<file path="src/design/afc_cfg.svh">
// Purpose: Named constants for the strobe controller of an external FIFO.
// Assumes: 40 MHz system clock, 25 ns period.
// Notes: Times are in ns; cycle counts are derived from them.
`ifndef AFC_CFG_SVH
`define AFC_CFG_SVH
`define AFC_CLK_NS 25
`define AFC_DEPTH 2048
`define AFC_WIDTH 9
`define AFC_PULSE_NS 80
`define AFC_RECOV_NS 20
`define AFC_SETUP_NS 40
`define AFC_ACCESS_NS 80
`define AFC_FLAG_NS 100
`define AFC_SYNC_CYC 3
`define AFC_PULSE_CYC ((`AFC_PULSE_NS + `AFC_CLK_NS - 1) / `AFC_CLK_NS)
`define AFC_RECOV_CYC ((`AFC_RECOV_NS + `AFC_CLK_NS - 1) / `AFC_CLK_NS)
`define AFC_SETUP_CYC ((`AFC_SETUP_NS + `AFC_CLK_NS - 1) / `AFC_CLK_NS)
`define AFC_ACCESS_CYC ((`AFC_ACCESS_NS + `AFC_CLK_NS - 1) / `AFC_CLK_NS)
`define AFC_FLAG_CYC ((`AFC_FLAG_NS + `AFC_CLK_NS - 1) / `AFC_CLK_NS)
`define AFC_FIFO_DEPTH 8
`define AFC_CNT_W 4
`endif

</file>
<file path="src/design/afc_pkg.sv">
// Purpose: Types shared by the external FIFO controller.
// Assumes: One-hot state codes.
// Notes: Constants live in afc_cfg.svh.
package afc_pkg;
  typedef enum logic [5:0] {
    AFC_IDLE = 6'h01,
    AFC_CLEAR = 6'h02,
    AFC_WSTRB = 6'h04,
    AFC_RSTRB = 6'h08,
    AFC_REPLAY = 6'h10,
    AFC_RECOV = 6'h20
  } afc_state_t;
  typedef logic [8:0] afc_word_t;
endpackage : afc_pkg

</file>
<file path="src/design/afc_fifo.sv">
// Purpose: Small staging FIFO for words bound for the external FIFO.
// Assumes: Same clock both sides; read data from a register.
// Notes: Full is exact; valid lags a write by one cycle; pop only when out valid.
`timescale 1ns/10ps
`default_nettype none
module afc_fifo #(
  parameter int WIDTH = 9,
  parameter int DEPTH = 8
) (
  input wire logic i_sys_clk, // System clock
  input wire logic i_reset, // Synchronous reset, high
  input wire logic i_in_valid, // Word offered
  input wire logic [WIDTH-1:0] i_in_data, // Word to store
  output logic o_in_ready, // Room for a word
  output logic o_out_valid, // Head word valid
  output logic [WIDTH-1:0] o_out_data, // Head word
  input wire logic i_out_ready // Drain takes head
);
  localparam int AW = $clog2(DEPTH);
  logic [WIDTH-1:0] mem_q [DEPTH];
  logic [AW-1:0] wr_q;
  logic [AW-1:0] rd_q;
  logic [AW:0] cnt_q;
  logic push;
  logic pop;
  logic [AW-1:0] rd_nxt;
  logic [AW:0] cnt_d;
  // Handshakes, next head address and next fill count
  assign push = i_in_valid && o_in_ready;
  assign pop = o_out_valid && i_out_ready;
  assign rd_nxt = pop ? rd_q + 1'b1 : rd_q;
  assign cnt_d = cnt_q + {{AW{1'b0}}, push} - {{AW{1'b0}}, pop};
  // Storage and pointers; ready comes from the next count so the port
  // leaves a flop without losing a cycle of throughput
  always_ff @(posedge i_sys_clk) begin
    if (push) mem_q[wr_q] <= i_in_data;
    if (i_reset) begin
      wr_q <= '0;
      rd_q <= '0;
      cnt_q <= '0;
      o_in_ready <= 1'b1;
    end else begin
      if (push) wr_q <= wr_q + 1'b1;
      rd_q <= rd_nxt;
      cnt_q <= cnt_d;
      o_in_ready <= (cnt_d != DEPTH[AW:0]);
    end
  end
  // Head register; valid lags a write into an empty buffer by one cycle
  always_ff @(posedge i_sys_clk) begin
    if (i_reset) begin
      o_out_valid <= 1'b0;
      o_out_data <= '0;
    end else begin
      o_out_data <= mem_q[rd_nxt];
      o_out_valid <= (cnt_q - {{AW{1'b0}}, pop}) != '0;
    end
  end
endmodule : afc_fifo
`default_nettype wire

</file>
<file path="src/design/afc_host.sv">
// Purpose: Controller driving the strobes of an external 2048x9 FIFO.
// Assumes: Pins are asynchronous; flags pass three flip-flops.
// Notes: Writes are staged in an 8-word FIFO; reads are one word each.
// Notes on behaviour
// - Width grows in nine-bit steps
// - Chained flags are OR-combined
// - Token input grounded through clear selects single
// - First chained device grounds lead input
// - Later chained devices hold lead high
// - Token out feeds next token in; the host holds its token in pin low in every mode, chain mode included
// - Width mode shares controls, never outputs
// - Writer toggles strobe while not full
// - Watch full on written, empty on read
`timescale 1ns/10ps
`default_nettype none
`include "afc_cfg.svh"
module afc_host #(
  parameter int WIDTH = `AFC_WIDTH,
  parameter bit CHAIN_LEAD = 1'b1
) (
  input wire logic i_sys_clk, // System clock, 40 MHz
  input wire logic i_reset, // Synchronous reset, high
  input wire logic i_wr_valid, // Word to write offered
  input wire afc_pkg::afc_word_t i_wr_data, // Word to write
  output logic o_wr_ready, // Staging FIFO has room
  input wire logic i_rd_req, // Pulse: read one word
  output logic o_rd_valid, // Pulse: read word present
  output afc_pkg::afc_word_t o_rd_data, // Word read
  input wire logic i_clear_req, // Pulse: run master clear
  input wire logic i_replay_req, // Pulse: run replay
  input wire logic i_chain_mode, // High: depth chain setup
  output logic o_busy, // Cycle under way
  output logic o_full, // Synced full, high active
  output logic o_empty, // Synced empty, high active
  output logic o_half, // Synced half level, high
  output logic o_write_n, // Write strobe pin
  output logic o_read_n, // Read strobe pin
  output logic o_master_clear_n, // Master clear pin
  output logic o_lead_or_replay_n, // Lead or replay pin
  output logic o_chain_token_in_n, // Token pin in single mode
  output afc_pkg::afc_word_t o_dq_out, // Data to device
  input wire afc_pkg::afc_word_t i_dq_in, // Data from device
  input wire logic i_full_flag_n, // Device full flag
  input wire logic i_empty_flag_n, // Device empty flag
  input wire logic i_half_level_flag_n // Device half flag
);
  import afc_pkg::*;
  afc_state_t state_q, state_d;
  logic [`AFC_CNT_W-1:0] cnt_q, cnt_d;
  logic [2:0] ff_s_q, ef_s_q, hf_s_q;
  logic full_q, empty_q, half_q;
  logic clear_done_q;
  logic q_valid;
  afc_word_t q_data;
  logic q_pop;
  logic cnt_zero;
  logic go_clear, go_replay, go_write, go_read;
  logic chain_q;
  logic rd_done;

  // Staging buffer; the ready drops and stalls the source once 8 words wait
  afc_fifo #(.WIDTH(WIDTH), .DEPTH(`AFC_FIFO_DEPTH)) u_stage (
    .i_sys_clk(i_sys_clk),
    .i_reset(i_reset),
    .i_in_valid(i_wr_valid),
    .i_in_data(i_wr_data),
    .o_in_ready(o_wr_ready),
    .o_out_valid(q_valid),
    .o_out_data(q_data),
    .i_out_ready(q_pop)
  );

  // Flag pins: a change counts once stages two and three agree
  always_ff @(posedge i_sys_clk) begin
    if (i_reset) begin
      ff_s_q <= 3'h7;
      ef_s_q <= 3'h0;
      hf_s_q <= 3'h7;
      full_q <= 1'b0;
      empty_q <= 1'b1;
      half_q <= 1'b0;
    end else begin
      ff_s_q <= {ff_s_q[1:0], i_full_flag_n};
      ef_s_q <= {ef_s_q[1:0], i_empty_flag_n};
      hf_s_q <= {hf_s_q[1:0], i_half_level_flag_n};
      if (ff_s_q[2] == ff_s_q[1]) full_q <= ~ff_s_q[2];
      if (ef_s_q[2] == ef_s_q[1]) empty_q <= ~ef_s_q[2];
      if (hf_s_q[2] == hf_s_q[1]) half_q <= ~hf_s_q[2];
    end
  end

  // Request decode in priority order: clear, replay, write, read
  assign cnt_zero = (cnt_q == '0);
  assign go_clear = i_clear_req || !clear_done_q;
  assign go_replay = i_replay_req && !chain_q;
  assign go_write = q_valid && !full_q;
  assign go_read = i_rd_req && !empty_q;
  assign q_pop = (state_q == AFC_IDLE) && !go_clear && !go_replay
                 && go_write;
  // Last low cycle of a read pulse; the bus is still driven here
  assign rd_done = (state_q == AFC_RSTRB) && cnt_zero;

  // Sequencer for one strobe cycle: pulse, then recovery
  always_comb begin
    state_d = state_q;
    cnt_d = cnt_zero ? cnt_q : cnt_q - 1'b1;
    case (state_q)
      AFC_IDLE: begin
        if (go_clear) begin
          state_d = AFC_CLEAR;
          cnt_d = `AFC_CNT_W'(`AFC_PULSE_CYC);
        end else if (go_replay) begin
          state_d = AFC_REPLAY;
          cnt_d = `AFC_CNT_W'(`AFC_PULSE_CYC);
        end else if (go_write) begin
          state_d = AFC_WSTRB;
          cnt_d = `AFC_CNT_W'(`AFC_PULSE_CYC);
        end else if (go_read) begin
          state_d = AFC_RSTRB;
          cnt_d = `AFC_CNT_W'(`AFC_ACCESS_CYC);
        end
      end
      AFC_CLEAR, AFC_REPLAY, AFC_WSTRB, AFC_RSTRB: begin
        if (cnt_zero) begin
          state_d = AFC_RECOV;
          // Flags must settle before they are trusted again
          cnt_d = `AFC_CNT_W'(`AFC_FLAG_CYC + `AFC_SYNC_CYC);
        end
      end
      AFC_RECOV: begin
        if (cnt_zero) state_d = AFC_IDLE;
      end
      default: begin
        state_d = AFC_IDLE;
        cnt_d = '0;
      end
    endcase
  end

  // Sequencer state
  always_ff @(posedge i_sys_clk) begin
    if (i_reset) begin
      state_q <= AFC_IDLE;
      cnt_q <= '0;
      clear_done_q <= 1'b0;
      chain_q <= 1'b0;
    end else begin
      state_q <= state_d;
      cnt_q <= cnt_d;
      if (state_q == AFC_CLEAR) clear_done_q <= 1'b1;
      if (state_q == AFC_IDLE) chain_q <= i_chain_mode;
    end
  end

  // Pin drivers; strobes are low only inside their pulse phase
  always_ff @(posedge i_sys_clk) begin
    if (i_reset) begin
      o_write_n <= 1'b1;
      o_read_n <= 1'b1;
      o_master_clear_n <= 1'b1;
      o_lead_or_replay_n <= 1'b1;
      o_chain_token_in_n <= 1'b0;
      o_dq_out <= '0;
      o_rd_valid <= 1'b0;
      o_rd_data <= '0;
      o_busy <= 1'b0;
      o_full <= 1'b0;
      o_empty <= 1'b1;
      o_half <= 1'b0;
    end else begin
      o_write_n <= !(state_d == AFC_WSTRB);
      o_read_n <= !(state_d == AFC_RSTRB);
      o_master_clear_n <= !(state_d == AFC_CLEAR);
      // Lead level held through clear in a chain; replay pulse otherwise
      o_lead_or_replay_n <= chain_q ? !CHAIN_LEAD
                            : !(state_d == AFC_REPLAY);
      o_chain_token_in_n <= 1'b0;
      if (q_pop) o_dq_out <= q_data;
      o_rd_valid <= rd_done;
      if (rd_done) o_rd_data <= i_dq_in;
      o_busy <= (state_d != AFC_IDLE);
      o_full <= full_q;
      o_empty <= empty_q;
      o_half <= half_q && !chain_q;
    end
  end
endmodule : afc_host
`default_nettype wire

</file>
<file path="config.mk">
export PLATFORM = sky130hd
export DESIGN_NAME = afc_host
export DESIGN_NICKNAME = d
export VERILOG_FILES = /design/src/design/afc_pkg.sv /design/src/design/afc_fifo.sv /design/src/design/afc_host.sv
export VERILOG_INCLUDE_DIRS = /design/src /design/src/design
export SDC_FILE = /design/constraint.sdc
export NUM_CORES = 1
export LEC_CHECK = 0
export ABC_AREA = 1
export ABC_CLOCK_PERIOD_IN_PS = 4360
export BUFFER_PORTS_ARGS = -buffer_cell sky130_fd_sc_hd__buf_2
export CAP_MARGIN = 30
export CORE_ASPECT_RATIO = 0.7
export CORE_MARGIN = 3
export CORE_UTILIZATION = 42
export CTS_CLUSTER_DIAMETER = 50
export DETAILED_ROUTE_END_ITERATION = 8
export GPL_TIMING_DRIVEN = 1
export SLEW_MARGIN = 15
export SYNTH_ARGS = -nofsm -noshare
export SYNTH_HDL_FRONTEND = slang
export SYNTH_SLANG_ARGS = --single-unit
</file>
<file path="constraint.sdc">
create_clock -name i_sys_clk -period 4.36 [get_ports i_sys_clk]
set_input_delay 0.218 -clock i_sys_clk [delete_from_list [all_inputs] [get_ports i_sys_clk]]
set_output_delay 0.218 -clock i_sys_clk [all_outputs]
set_load 0.01 [all_outputs]
</file>
==> results of run 1 <==
worst min-delay path by stage:
stage and end:
5_1_grt o_rd_data[8]$_SDFFE_PP0P_, 4_1_cts o_rd_data[0]$_SDFFE_PP0P_, 3_5_place_dp ef_s_q[1]$_SDFF_PP0_, 2_1_floorplan u_stage.mem_q[0][0]$_DFFE_PP_
6_report o_rd_data[0]$_SDFFE_PP0P_, 3_3_place_gp ef_s_q[1]$_SDFF_PP0_
stage by stage:
stage,hold WS (ns),instances,cell area [sq um]
finish,0.0552,912,7160
global route,0.0495,912,7160
CTS,0.0458,909,7140
detailed placement,0.396,874,6490
global placement,0.390,870,6440
floorplan,0.317,647,6030
Yosys cell counts (3+ instances only):
master	count
nand2_1	157
inv_1	109
nand3_1	84
dfxtp_1	72
edfxtp_1	72
a21oi_1	30
nor2_1	30
ha_1	10
nand3b_1	9
clkbuf_1	8
o21ai_0	7
or2_2	6
buf_2	5
nor3_1	4
buf_4	3
buf_6	3
nand2_4	3
nand4_1	3
xnor2_1	3
report_power, final:
group | internal [mW] | switching (mW)
clock network | 0.924 | 0.576
registers | 1.53 | 0.0448
logic | 0.150 | 0.294
total | 2.61 | 0.915
logic make-up (layout without fill, tap and decap cells):
family | after synthesis | count (layout) | share of synthesized area
buffers and inverters | 130 | 210 | 0.0875
DFF | 144 | 144 | 0.597
AOI/OAI and AO/OA | 45 | 45 | 0.0417
xor gates and xnor gates | 5 | 5 | 0.00726
and+or+nand+nor | 310 | 310 | 0.240
other | 1 | 1 | 0.000622
adders and majority gates | 12 | 12 | 0.0257
cells in the final DEF, fill, tap and decap left out, drive strengths merged:
| master | Yosys | routed |
|---|---|---|
| nand4 | 5 | 5 |
| o21bai | 1 | 1 |
| nor4 | 1 | 1 |
| nand3 | 86 | 86 |
| fa | 1 | 1 |
| bufinv | 0 | 3 |
| clkinvlp | 0 | 2 |
| o31ai | 1 | 1 |
| inv | 110 | 114 |
| ha | 10 | 10 |
| xor2 | 2 | 2 |
| and2 | 1 | 1 |
| a31oi | 2 | 2 |
| maj3 | 1 | 1 |
| edfxtp | 72 | 72 |
| o21ai | 8 | 8 |
| o211ai | 1 | 1 |
| nor2 | 35 | 35 |
| dfxtp | 72 | 72 |
| buf | 11 | 64 |
| dlygate4sd3 | 0 | 3 |
| nand3b | 9 | 9 |
| conb | 1 | 1 |
| clkbuf | 8 | 18 |
| o22ai | 1 | 1 |
| nor3 | 4 | 4 |
| xnor2 | 3 | 3 |
| a21oi | 31 | 31 |
| clkinv | 1 | 6 |
| nand2 | 161 | 161 |
| or2 | 8 | 8 |
sequential cells by signal, indices dropped and copies added (netlist names), 3 cells and up:
signal and flops:
u_stage.o_out_data 9, u_stage.mem_q 72, u_stage.wr_q 3, hf_s_q 3, u_stage.cnt_q 4, o_dq_out 9
o_rd_data 9, state_q 6, u_stage.rd_q 3, cnt_q 4, ff_s_q 3, ef_s_q 3
cell type report:
class	count	area, sq um	area share
inverters	111	417	0.0582
well taps	185	231	0.0323
flip-flops and latches	144	3600	0.503
repair buffers	67	388	0.0542
multi-input cells	373	1900	0.266
clock buffers	18	439	0.0614
clock inverters	14	179	0.0250
routing by layer:
layer / track usage / up-vias
met3: 0.0481 / 11
met4: 0.0346 / 0
met5: 0 / -
met2: 0.271 / 117
met1: 0.269 / 2087
li1: - / 2215
what timing repair did:
item / CTS / global route
hold buffers: 3 / 0
setup endpoints to repair: 0 / 0
endpoints found under the hold margin: 3 / 0
resized for setup: 0 / 0
critical path, cell delays in order, from the launching register on:
cell and delay (ns):
dfxtp_1 0.35, nor2_2 0.19, nand3_4 0.16, nor2_8 0.17, nand3_4 0.21, inv_2 0.24, ha_1 0.30, inv_1 0.07
ha_1 0.29, a21oi_1 0.13, nor2_1 0.05, nor2_1 0.11, o21ai_0 0.09, a21oi_1 0.19, nand4_1 0.11
==> results.py, run 1 <==
metrics = {
    "synth": {
        "ys_seq_elements": 144,
        "netlist_top_cells_area": "edfxtp_1 36%, dfxtp_1 24%, nand2_1 9.8%",
        "syn_inst": 647,
        "yosysWarnings": 0,
        "seq_area_frac_synth": 0.597,
        "synth_fp_nets": 686,
        "synth_edf_count": 72,
        "synth_top_cell_by_area": "edfxtp_1",
        "ys_async_sr_fraction": 0,
        "synth_cell_types": 41,
        "synth-main-ff-cell": "edfxtp_1",
        "synth_area_sq_um": 6030,
        "syn_area_per_cell_sq_um": 9.32,
        "yosysTopAreaCellShare": 0.358,
    },
    "floorplan": {
        "fp-row-count": 35,
        "die_x_microns": 149,
        "initial_utilization": 0.444,
        "die_area_sq_um": 15900,
        "die_height_microns": 106,
        "io_pins": 57,
        "core-area_sq_um": 13600,
    },
    "status": {
        "status": "complete, no violations",
    },
    "clocking": {
        "path_clk_slew_ns": 0.06,
        "clkSinkCount": 144,
        "postCtsSetupBuffers": 0,
        "cts_tree": "yes",
        "worstSkewPairLatency_ns": 0.41,
        "cts_max_path_buffers": 2,
        "root_buffer": "clkbuf_16",
        "cts_buffers": 17,
        "htree_levels": 4,
    },
    "placement": {
        "port_buffers": 55,
        "preCtsSetupSlack_ns": 1.58,
        "dpl.hpwl_mm": 9.16,
        "place.gp.congestion": 0.803,
    },
    "timing": {
        "finClkSkew_ns": 0.00815,
        "rsz0062_at_grt": "false",
        "fin_crit_ns": 2.80,
        "hold_viol": 0,
        "fmax_ghz": 0.357,
        "slew_violations": 0,
        "fin_setup_tns_ns": 0,
        "finalCritPeriodShare": 0.643,
        "fin_ws_ns": 1.56,
        "setup_violations": 0,
        "tightest_slew_ns": 0.838,
        "relSlewSlack": 0.439,
    },
    "power": {
        "ir_drop_uv": 354,
        "leakagePower_nw": 3.23,
        "power_density_nw_per_um2": 492,
        "power_mw": 3.52,
    },
    "detailed_routing": {
        "wire_per_inst_microns": 15.1,
        "drt_iter0_markers": 341,
        "viasPerCell": 4.86,
        "ant_nets": 0,
        "top_layer_used": "met4",
        "drt_pass1_iterations": 5,
        "wl_met1_mm": 6.68,
        "drc": 0,
        "wl_met2_mm": 6.11,
        "vias": 4430,
        "wl_mm": 13.8,
        "wl_met3_microns": 881,
    },
    "min_path": {
        "hold-path-cell-count": 3,
        "hold_class": "input port to flop",
        "hp-start": "i_dq_in[0]",
    },
    "worst_setup_path": {
        "reg2reg_depth": 14,
        "startpoint": "state_q[4]$_SDFF_PP0_",
        "criticalPathCategory": "flop to flop",
        "endpoint_kind": "flop",
        "worstPathRequired_ns": 4.64,
        "worstPathArrival_ns": 3.08,
        "path_max_fanout": 16,
        "r2r-start": "state_q[4]$_SDFF_PP0_",
        "r2r_setup_slack_ns": 1.56,
        "r2r_end": "u_stage.o_in_ready$_SDFF_PP1_",
        "cp-endpoint": "u_stage.o_in_ready$_SDFF_PP1_",
        "cp-start-kind": "flop",
    },
    "cells_and_area": {
        "antenna_cells": 0,
        "area_delta_synth_final_pct": 18.7,
        "utilization": 0.527,
        "drive_gt1_frac": 0.161,
        "fin_nets": 753,
        "fillers": 1263,
    },
    "global_routing": {
        "grt_pass1_vias": 4186,
        "track_usage": 0.182,
        "antenna_found_initial": 0,
        "grt_max_degree": 46,
        "grt_pass1_wl_mm": 22.1,
        "overflow": 0,
    },
    "run": {
        "max-cap-violations": 0,
    },
}
(Power assumes the default switching activity.)
==> run 2, diff against run 1 <==
- ABC_AREA: 1 -> 0
- ABC_CLOCK_PERIOD_IN_PS: 4360 -> 2400
- clock period: 4.36 -> 2.4 ns (I/O delays scaled with it)
==> results.py, run 2 <==
metrics = {
    "synth": {
        "synth_top_cell_by_area": "edfxtp_1",
        "ys_async_sr_fraction": 0,
        "synthTopCellsByCount": "72 x dfxtp_1, 72 x edfxtp_1, 54 x nand2_1",
        "syn_inst": 526,
        "yosys.area_share.xor_xnor": 0.0147,
        "synth_area_sq_um": 5960,
        "synth_edf_count": 72,
        "yosysWarnings": 0,
        "syn_area_per_cell_sq_um": 11.3,
        "yosysTopAreaCellShare": 0.363,
        "synthMuxAreaShare": 0.00546,
        "ys_seq_elements": 144,
        "synth_compound_area_frac": 0.129,
        "synth_fp_nets": 565,
        "synth_top_family_by_area": "simple AND/OR/NAND/NOR gates",
        "netlist_top_cells_area": "edfxtp_1 36%, dfxtp_1 24%, nand2_1 3.4%",
        "seq_area_frac_synth": 0.604,
        "synthSimpleGateAreaFrac": 0.186,
        "synth_cell_types": 62,
        "synth-main-ff-cell": "edfxtp_1",
        "synthAdderAreaFrac": 0.0243,
    },
    "worst_setup_path": {
        "cp_cell_sequence": "or2b_1, nor3b_4, nand2_8, inv_4, buf_4, o32a_1, buf_4, a211oi_1, nor4b_2",
        "path_buf_inv": 3,
        "cp_common_cell": "buf_4",
        "reg2reg_depth": 9,
        "critical_path_depth": 9,
        "worstPathArrival_ns": 2.60,
        "endpoint_kind": "flop",
        "criticalPathCategory": "flop to flop",
        "path_max_fanout": 13,
        "max_stage_delay_ns": 0.39,
        "critical_path.top_delay_family": "simple AND/OR/NAND/NOR gates",
        "crit_path_top_delay_cell": "o32a_1",
        "cp-start-kind": "flop",
        "worstPathRequired_ns": 2.69,
    },
    "power": {
        "leakagePower_nw": 2.85,
        "power_density_nw_per_um2": 799,
        "power.switching_mw": 1.47,
        "power_mw": 6.04,
        "ir_drop_uv": 510,
        "intPower_mw": 4.58,
        "switching_share": 0.242,
        "pwr-share-clk": 0.413,
        "share_seq_of_total_power": 0.467,
        "power_frac_comb": 0.120,
    },
    "timing": {
        "fmax_ghz": 0.432,
        "hold_slack_ns": 0.135,
        "hold_viol": 0,
        "fin_ws_ns": 0.0869,
        "relSlewSlack": 0.648,
        "finClkSkew_ns": 0.0201,
        "tightest_slew_ns": 0.526,
        "slew_violations": 0,
        "finalCritPeriodShare": 0.964,
        "fin_crit_ns": 2.31,
        "setup_violations": 0,
    },
    "clocking": {
        "cts_buffers": 17,
        "path_clk_slew_ns": 0.06,
        "root_buffer": "clkbuf_16",
        "htree_levels": 4,
        "clkSinkCount": 144,
        "worstSkewPairLatency_ns": 0.42,
        "cts_tree": "yes",
        "cts_max_path_buffers": 2,
    },
    "cells_and_area": {
        "final_cell_mix": "72 x edfxtp_1, 71 x dfxtp_1, 55 x buf_2",
        "antenna_cells": 0,
        "area_delta_synth_final_pct": 26.9,
        "fillers": 1144,
        "largest_reg_flops": 72,
        "largest_register": "u_stage.mem_q",
        "fin_nets": 673,
        "drive_gt1_frac": 0.261,
        "utilization": 0.559,
        "mostFrequentLayoutCell": "edfxtp_1",
        "final_cells": 832,
    },
    "global_routing": {
        "grt_pass1_vias": 4209,
        "grt_pass1_wl_mm": 22.5,
        "overflow": 0,
        "track_usage": 0.185,
        "grt_max_degree": 39,
        "antenna_found_initial": 0,
    },
    "floorplan": {
        "io_pins": 57,
        "die_area_sq_um": 15700,
        "core-area_sq_um": 13500,
        "initial_utilization": 0.441,
        "die_x_microns": 148,
        "fp-row-count": 35,
        "die_height_microns": 106,
    },
    "detailed_routing": {
        "wl_mm": 13.8,
        "drt_iter0_markers": 410,
        "wire_per_inst_microns": 16.6,
        "ant_nets": 0,
        "viasPerCell": 5.29,
        "vias": 4399,
        "drt_pass1_iterations": 5,
        "drc": 0,
    },
    "placement": {
        "place.gp.congestion": 0.877,
        "dp_cells": 773,
        "preCtsSetupSlack_ns": -0.0740,
        "port_buffers": 55,
        "dpl.hpwl_mm": 9.65,
    },
    "status": {
        "status": "complete, no violations",
    },
    "min_path": {
        "hold-path-cell-count": 2,
        "hold_class": "input port to flop",
    },
    "run": {
        "max-cap-violations": 0,
    },
}
run 2: cell count changes in the layout (fill, tap and decap cells not counted), sizes merged, moves of 19 or more:
cell	before	now
buf	64	96
dlygate4sd3	3	22
a211oi	0	23
nand3	86	11
nand2	161	55
inv	114	18
and3	0	24
run 2: worst reg2reg max path: stages, from the launching register on:
cell and delay [ns]:
dfxtp_2 0.33, or2b_1 0.14, nor3b_4 0.33, nand2_8 0.08, inv_4 0.06, buf_4 0.18, o32a_1 0.39, buf_4 0.23
a211oi_1 0.07, nor4b_2 0.36
run 2: cells by family after synthesis:
kind of cell             count (synthesis)
XOR/XNOR                                10
flip-flops                             144
multiplexers                             2
AO/OA/AOI/OAI                          109
adder cells (fa/ha/maj)                 11
other                                    1
buffers and inverters                   47
AND/OR/NAND/NOR                        202
run 2: layer usage:
metal | up-vias | part of all wire | wire length [microns] | GRT usage
li1 | 2145 | - | - | -
met4 | 0 | 0.013 | 175 | 0.0527
met2 | 156 | 0.43 | 5890 | 0.264
met3 | 15 | 0.067 | 923 | 0.0529
met5 | - | 0 | 0 | 0
met1 | 2083 | 0.49 | 6850 | 0.274
run 2: through the flow:
step | setup TNS (ns) | area, sq um
6_report | 0 | 7570
5_1_grt | -0.0164 | 7570
4_1_cts | 0 | 7460
3_5_place_dp | -0.0740 | 6670
3_3_place_gp | -0.0258 | 6670
2_1_floorplan | -0.259 | 6040
run 2: layout make-up:
class,instances,area [sq um],share of cell area
flip-flops and latches,144,3600,0.476
multi-input cells,335,2280,0.301
repair buffers,118,816,0.108
clock buffers,22,479,0.0633
well taps,185,231,0.0306
clock inverters,10,86.3,0.0114
inverters,18,70.1,0.00926
run 2: power by group through the flow:
stage	Combinational [mW]	Sequential, mW	Clock (mW)
2_1_floorplan	0.454	2.86	0
3_3_place_gp	0.650	2.87	0
5_1_grt	0.804	2.84	2.66
3_5_place_dp	0.662	2.88	0
6_report	0.723	2.83	2.50
4_1_cts	0.695	2.82	2.55
run 2: worst paths after layout:
check,from,slack (ns),endpoint
worst min register to register,ff_s_q[0]$_SDFF_PP1_,0.41,ff_s_q[1]$_SDFF_PP1_
worst max-delay path,chain_q$_SDFFE_PP0N_,0.09,u_stage.o_out_data[6]$_SDFF_PP0_
worst min-delay path,i_reset,0.13,u_stage.rd_q[2]$_SDFF_PP0_
worst max register to register,chain_q$_SDFFE_PP0N_,0.09,u_stage.o_out_data[6]$_SDFF_PP0_
run 2: what timing repair did:
item                                   4_1_cts  5_1_grt
setup endpoints to repair                    1        9
pin swaps                                    0        8
gates resized for setup                      1       12
endpoints found under the hold margin       85        0
buffers inserted                             0        5
hold buffers                                22        0
==> run 3, diff against run 2 <==
- CORE_MARGIN: 3 -> unset
==> results.py, run 3 (synthesis results as in run 2) <==
metrics = {
    "cells_and_area": {
        "final_cells": 841,
        "drive_gt1_frac": 0.276,
        "largest_register": "u_stage.mem_q",
        "area_delta_synth_final_pct": 28.5,
        "fillers": 1213,
        "fin_nets": 677,
        "largest_reg_flops": 72,
        "utilization": 0.552,
        "multiInputGateArea_sq_um": 2300,
        "final_cell_mix": "72 x edfxtp_1, 70 x dfxtp_1, 55 x buf_2",
        "mostFrequentLayoutCell": "edfxtp_1",
        "antenna_cells": 0,
        "ff_latch_area_sq_um": 3610,
    },
    "timing": {
        "slew_violations": 0,
        "relSlewSlack": 0.606,
        "hold_viol": 0,
        "tightest_slew_ns": 0.591,
        "fin_crit_ns": 2.33,
        "finalCritPeriodShare": 0.971,
        "fmax_ghz": 0.429,
        "setup_violations": 0,
        "finClkSkew_ns": 0.00887,
    },
    "power": {
        "intPower_mw": 4.64,
        "ir_drop_uv": 478,
        "pwr-share-clk": 0.417,
        "power.switching_mw": 1.50,
        "share_seq_of_total_power": 0.460,
        "power_density_nw_per_um2": 801,
        "power_frac_comb": 0.123,
        "switching_share": 0.244,
        "leakagePower_nw": 2.91,
    },
    "detailed_routing": {
        "drc": 0,
        "viasPerCell": 5.28,
        "drt_iter0_markers": 245,
        "vias": 4439,
        "wire_per_inst_microns": 16.5,
        "ant_nets": 0,
        "drt_pass1_iterations": 7,
        "wl_mm": 13.9,
    },
    "floorplan": {
        "die_area_sq_um": 14700,
        "core-area_sq_um": 13900,
        "die_height_microns": 102,
        "die_x_microns": 144,
        "fp-row-count": 36,
        "io_pins": 57,
        "initial_utilization": 0.430,
    },
    "worst_setup_path": {
        "worstPathRequired_ns": 2.68,
        "endpoint_kind": "flop",
        "crit_path_top_delay_cell": "or3_4",
        "worstPathArrival_ns": 2.61,
        "cp-start-kind": "flop",
        "criticalPathCategory": "flop to flop",
        "path_max_fanout": 4,
        "cp_cell_sequence": "or2b_1, nor3b_4, nand2_8, inv_6, ha_4, inv_1, ha_2, a21oi_4, nor2_2, or3_4, a21oi_2, nand4b_1",
        "max_stage_delay_ns": 0.36,
    },
    "clocking": {
        "cts_max_path_buffers": 2,
        "cts_buffers": 17,
        "cts_tree": "yes",
        "htree_levels": 4,
        "worstSkewPairLatency_ns": 0.42,
        "clkSinkCount": 144,
        "root_buffer": "clkbuf_16",
        "path_clk_slew_ns": 0.06,
    },
    "status": {
        "status": "complete, no violations",
    },
    "global_routing": {
        "grt_max_degree": 59,
        "antenna_found_initial": 0,
        "grt_pass1_wl_mm": 21.9,
        "track_usage": 0.202,
        "grt_pass1_vias": 4208,
        "overflow": 0,
    },
    "placement": {
        "place.gp.congestion": 0.839,
        "dp_cells": 781,
        "port_buffers": 55,
        "dpl.hpwl_mm": 9.26,
    },
    "min_path": {
        "hold_class": "input port to flop",
    },
    "run": {
        "max-cap-violations": 0,
    },
}
[run 3: critical path, delay by kind of cell (launching register included)]
family,cells,cell delay [ns]
buffers and inverters,2,0.08
AND/OR/NAND/NOR,6,1.05
adder cells (fa/ha/maj),2,0.44
AO/OA/AOI/OAI,2,0.30
flip-flops,1,0.33
[run 3: timing repair]
item                                    in CTS  in global routing
gates resized for setup                      3                 18
hold buffers                                22                  0
hold endpoints to repair                    85                  0
pin swaps                                    0                 10
setup buffers                                1                  5
endpoints found under the setup margin       2                  6
[run 3: stage by stage]
stage / power, mW / setup TNS (ns) / instance area, sq um / hold WS [ns] / setup WS, ns
final: 6.14 / 0 / 7660 / 0.131 / 0.0689
after global routing: 6.37 / -0.0103 / 7660 / 0.130 / -0.0103
after CTS: 6.13 / 0 / 7520 / 0.112 / 0.00342
after detailed placement: 3.53 / -0.163 / 6690 / 0.305 / -0.163
after global placement: 3.51 / -0.102 / 6690 / 0.303 / -0.102
after floorplan: 3.31 / -0.259 / 6040 / 0.219 / -0.180
[run 3: per-layer routing]
metal	GRT usage	vias to the layer above	routed length (microns)
li1	-	2151	-
met1	0.290	2157	6870
met2	0.293	117	6030
met3	0.0586	14	843
met4	0.0656	0	143
met5	0	-	0
[run 3: final timing paths]
check        slack (ns)                  from                       endpoint  depth (start not counted)
max                0.07  chain_q$_SDFFE_PP0N_  u_stage.o_in_ready$_SDFF_PP1_                         12
max reg2reg        0.07  chain_q$_SDFFE_PP0N_  u_stage.o_in_ready$_SDFF_PP1_                         12
min                0.13              i_rd_req          state_q[3]$_SDFF_PP0_                          4
min reg2reg        0.41  ff_s_q[0]$_SDFF_PP1_           ff_s_q[1]$_SDFF_PP1_                          1
[run 3: final cells by class]
cell class / instances / area share
Inverter: 18 / 0.00947
Timing Repair Buffer: 122 / 0.112
Clock buffer: 26 / 0.0709
Clock inverter: 6 / 0.00555
Tap cell: 190 / 0.0310
Multi-Input combinational cell: 335 / 0.300
Sequential cell: 144 / 0.471
[run 3: power groups by stage]
stage	registers, mW	clock network, mW	logic [mW]
after CTS	2.82	2.61	0.698
after floorplan	2.86	0	0.454
after detailed placement	2.87	0	0.659
after global routing	2.84	2.70	0.832
final	2.82	2.56	0.755
after global placement	2.87	0	0.642
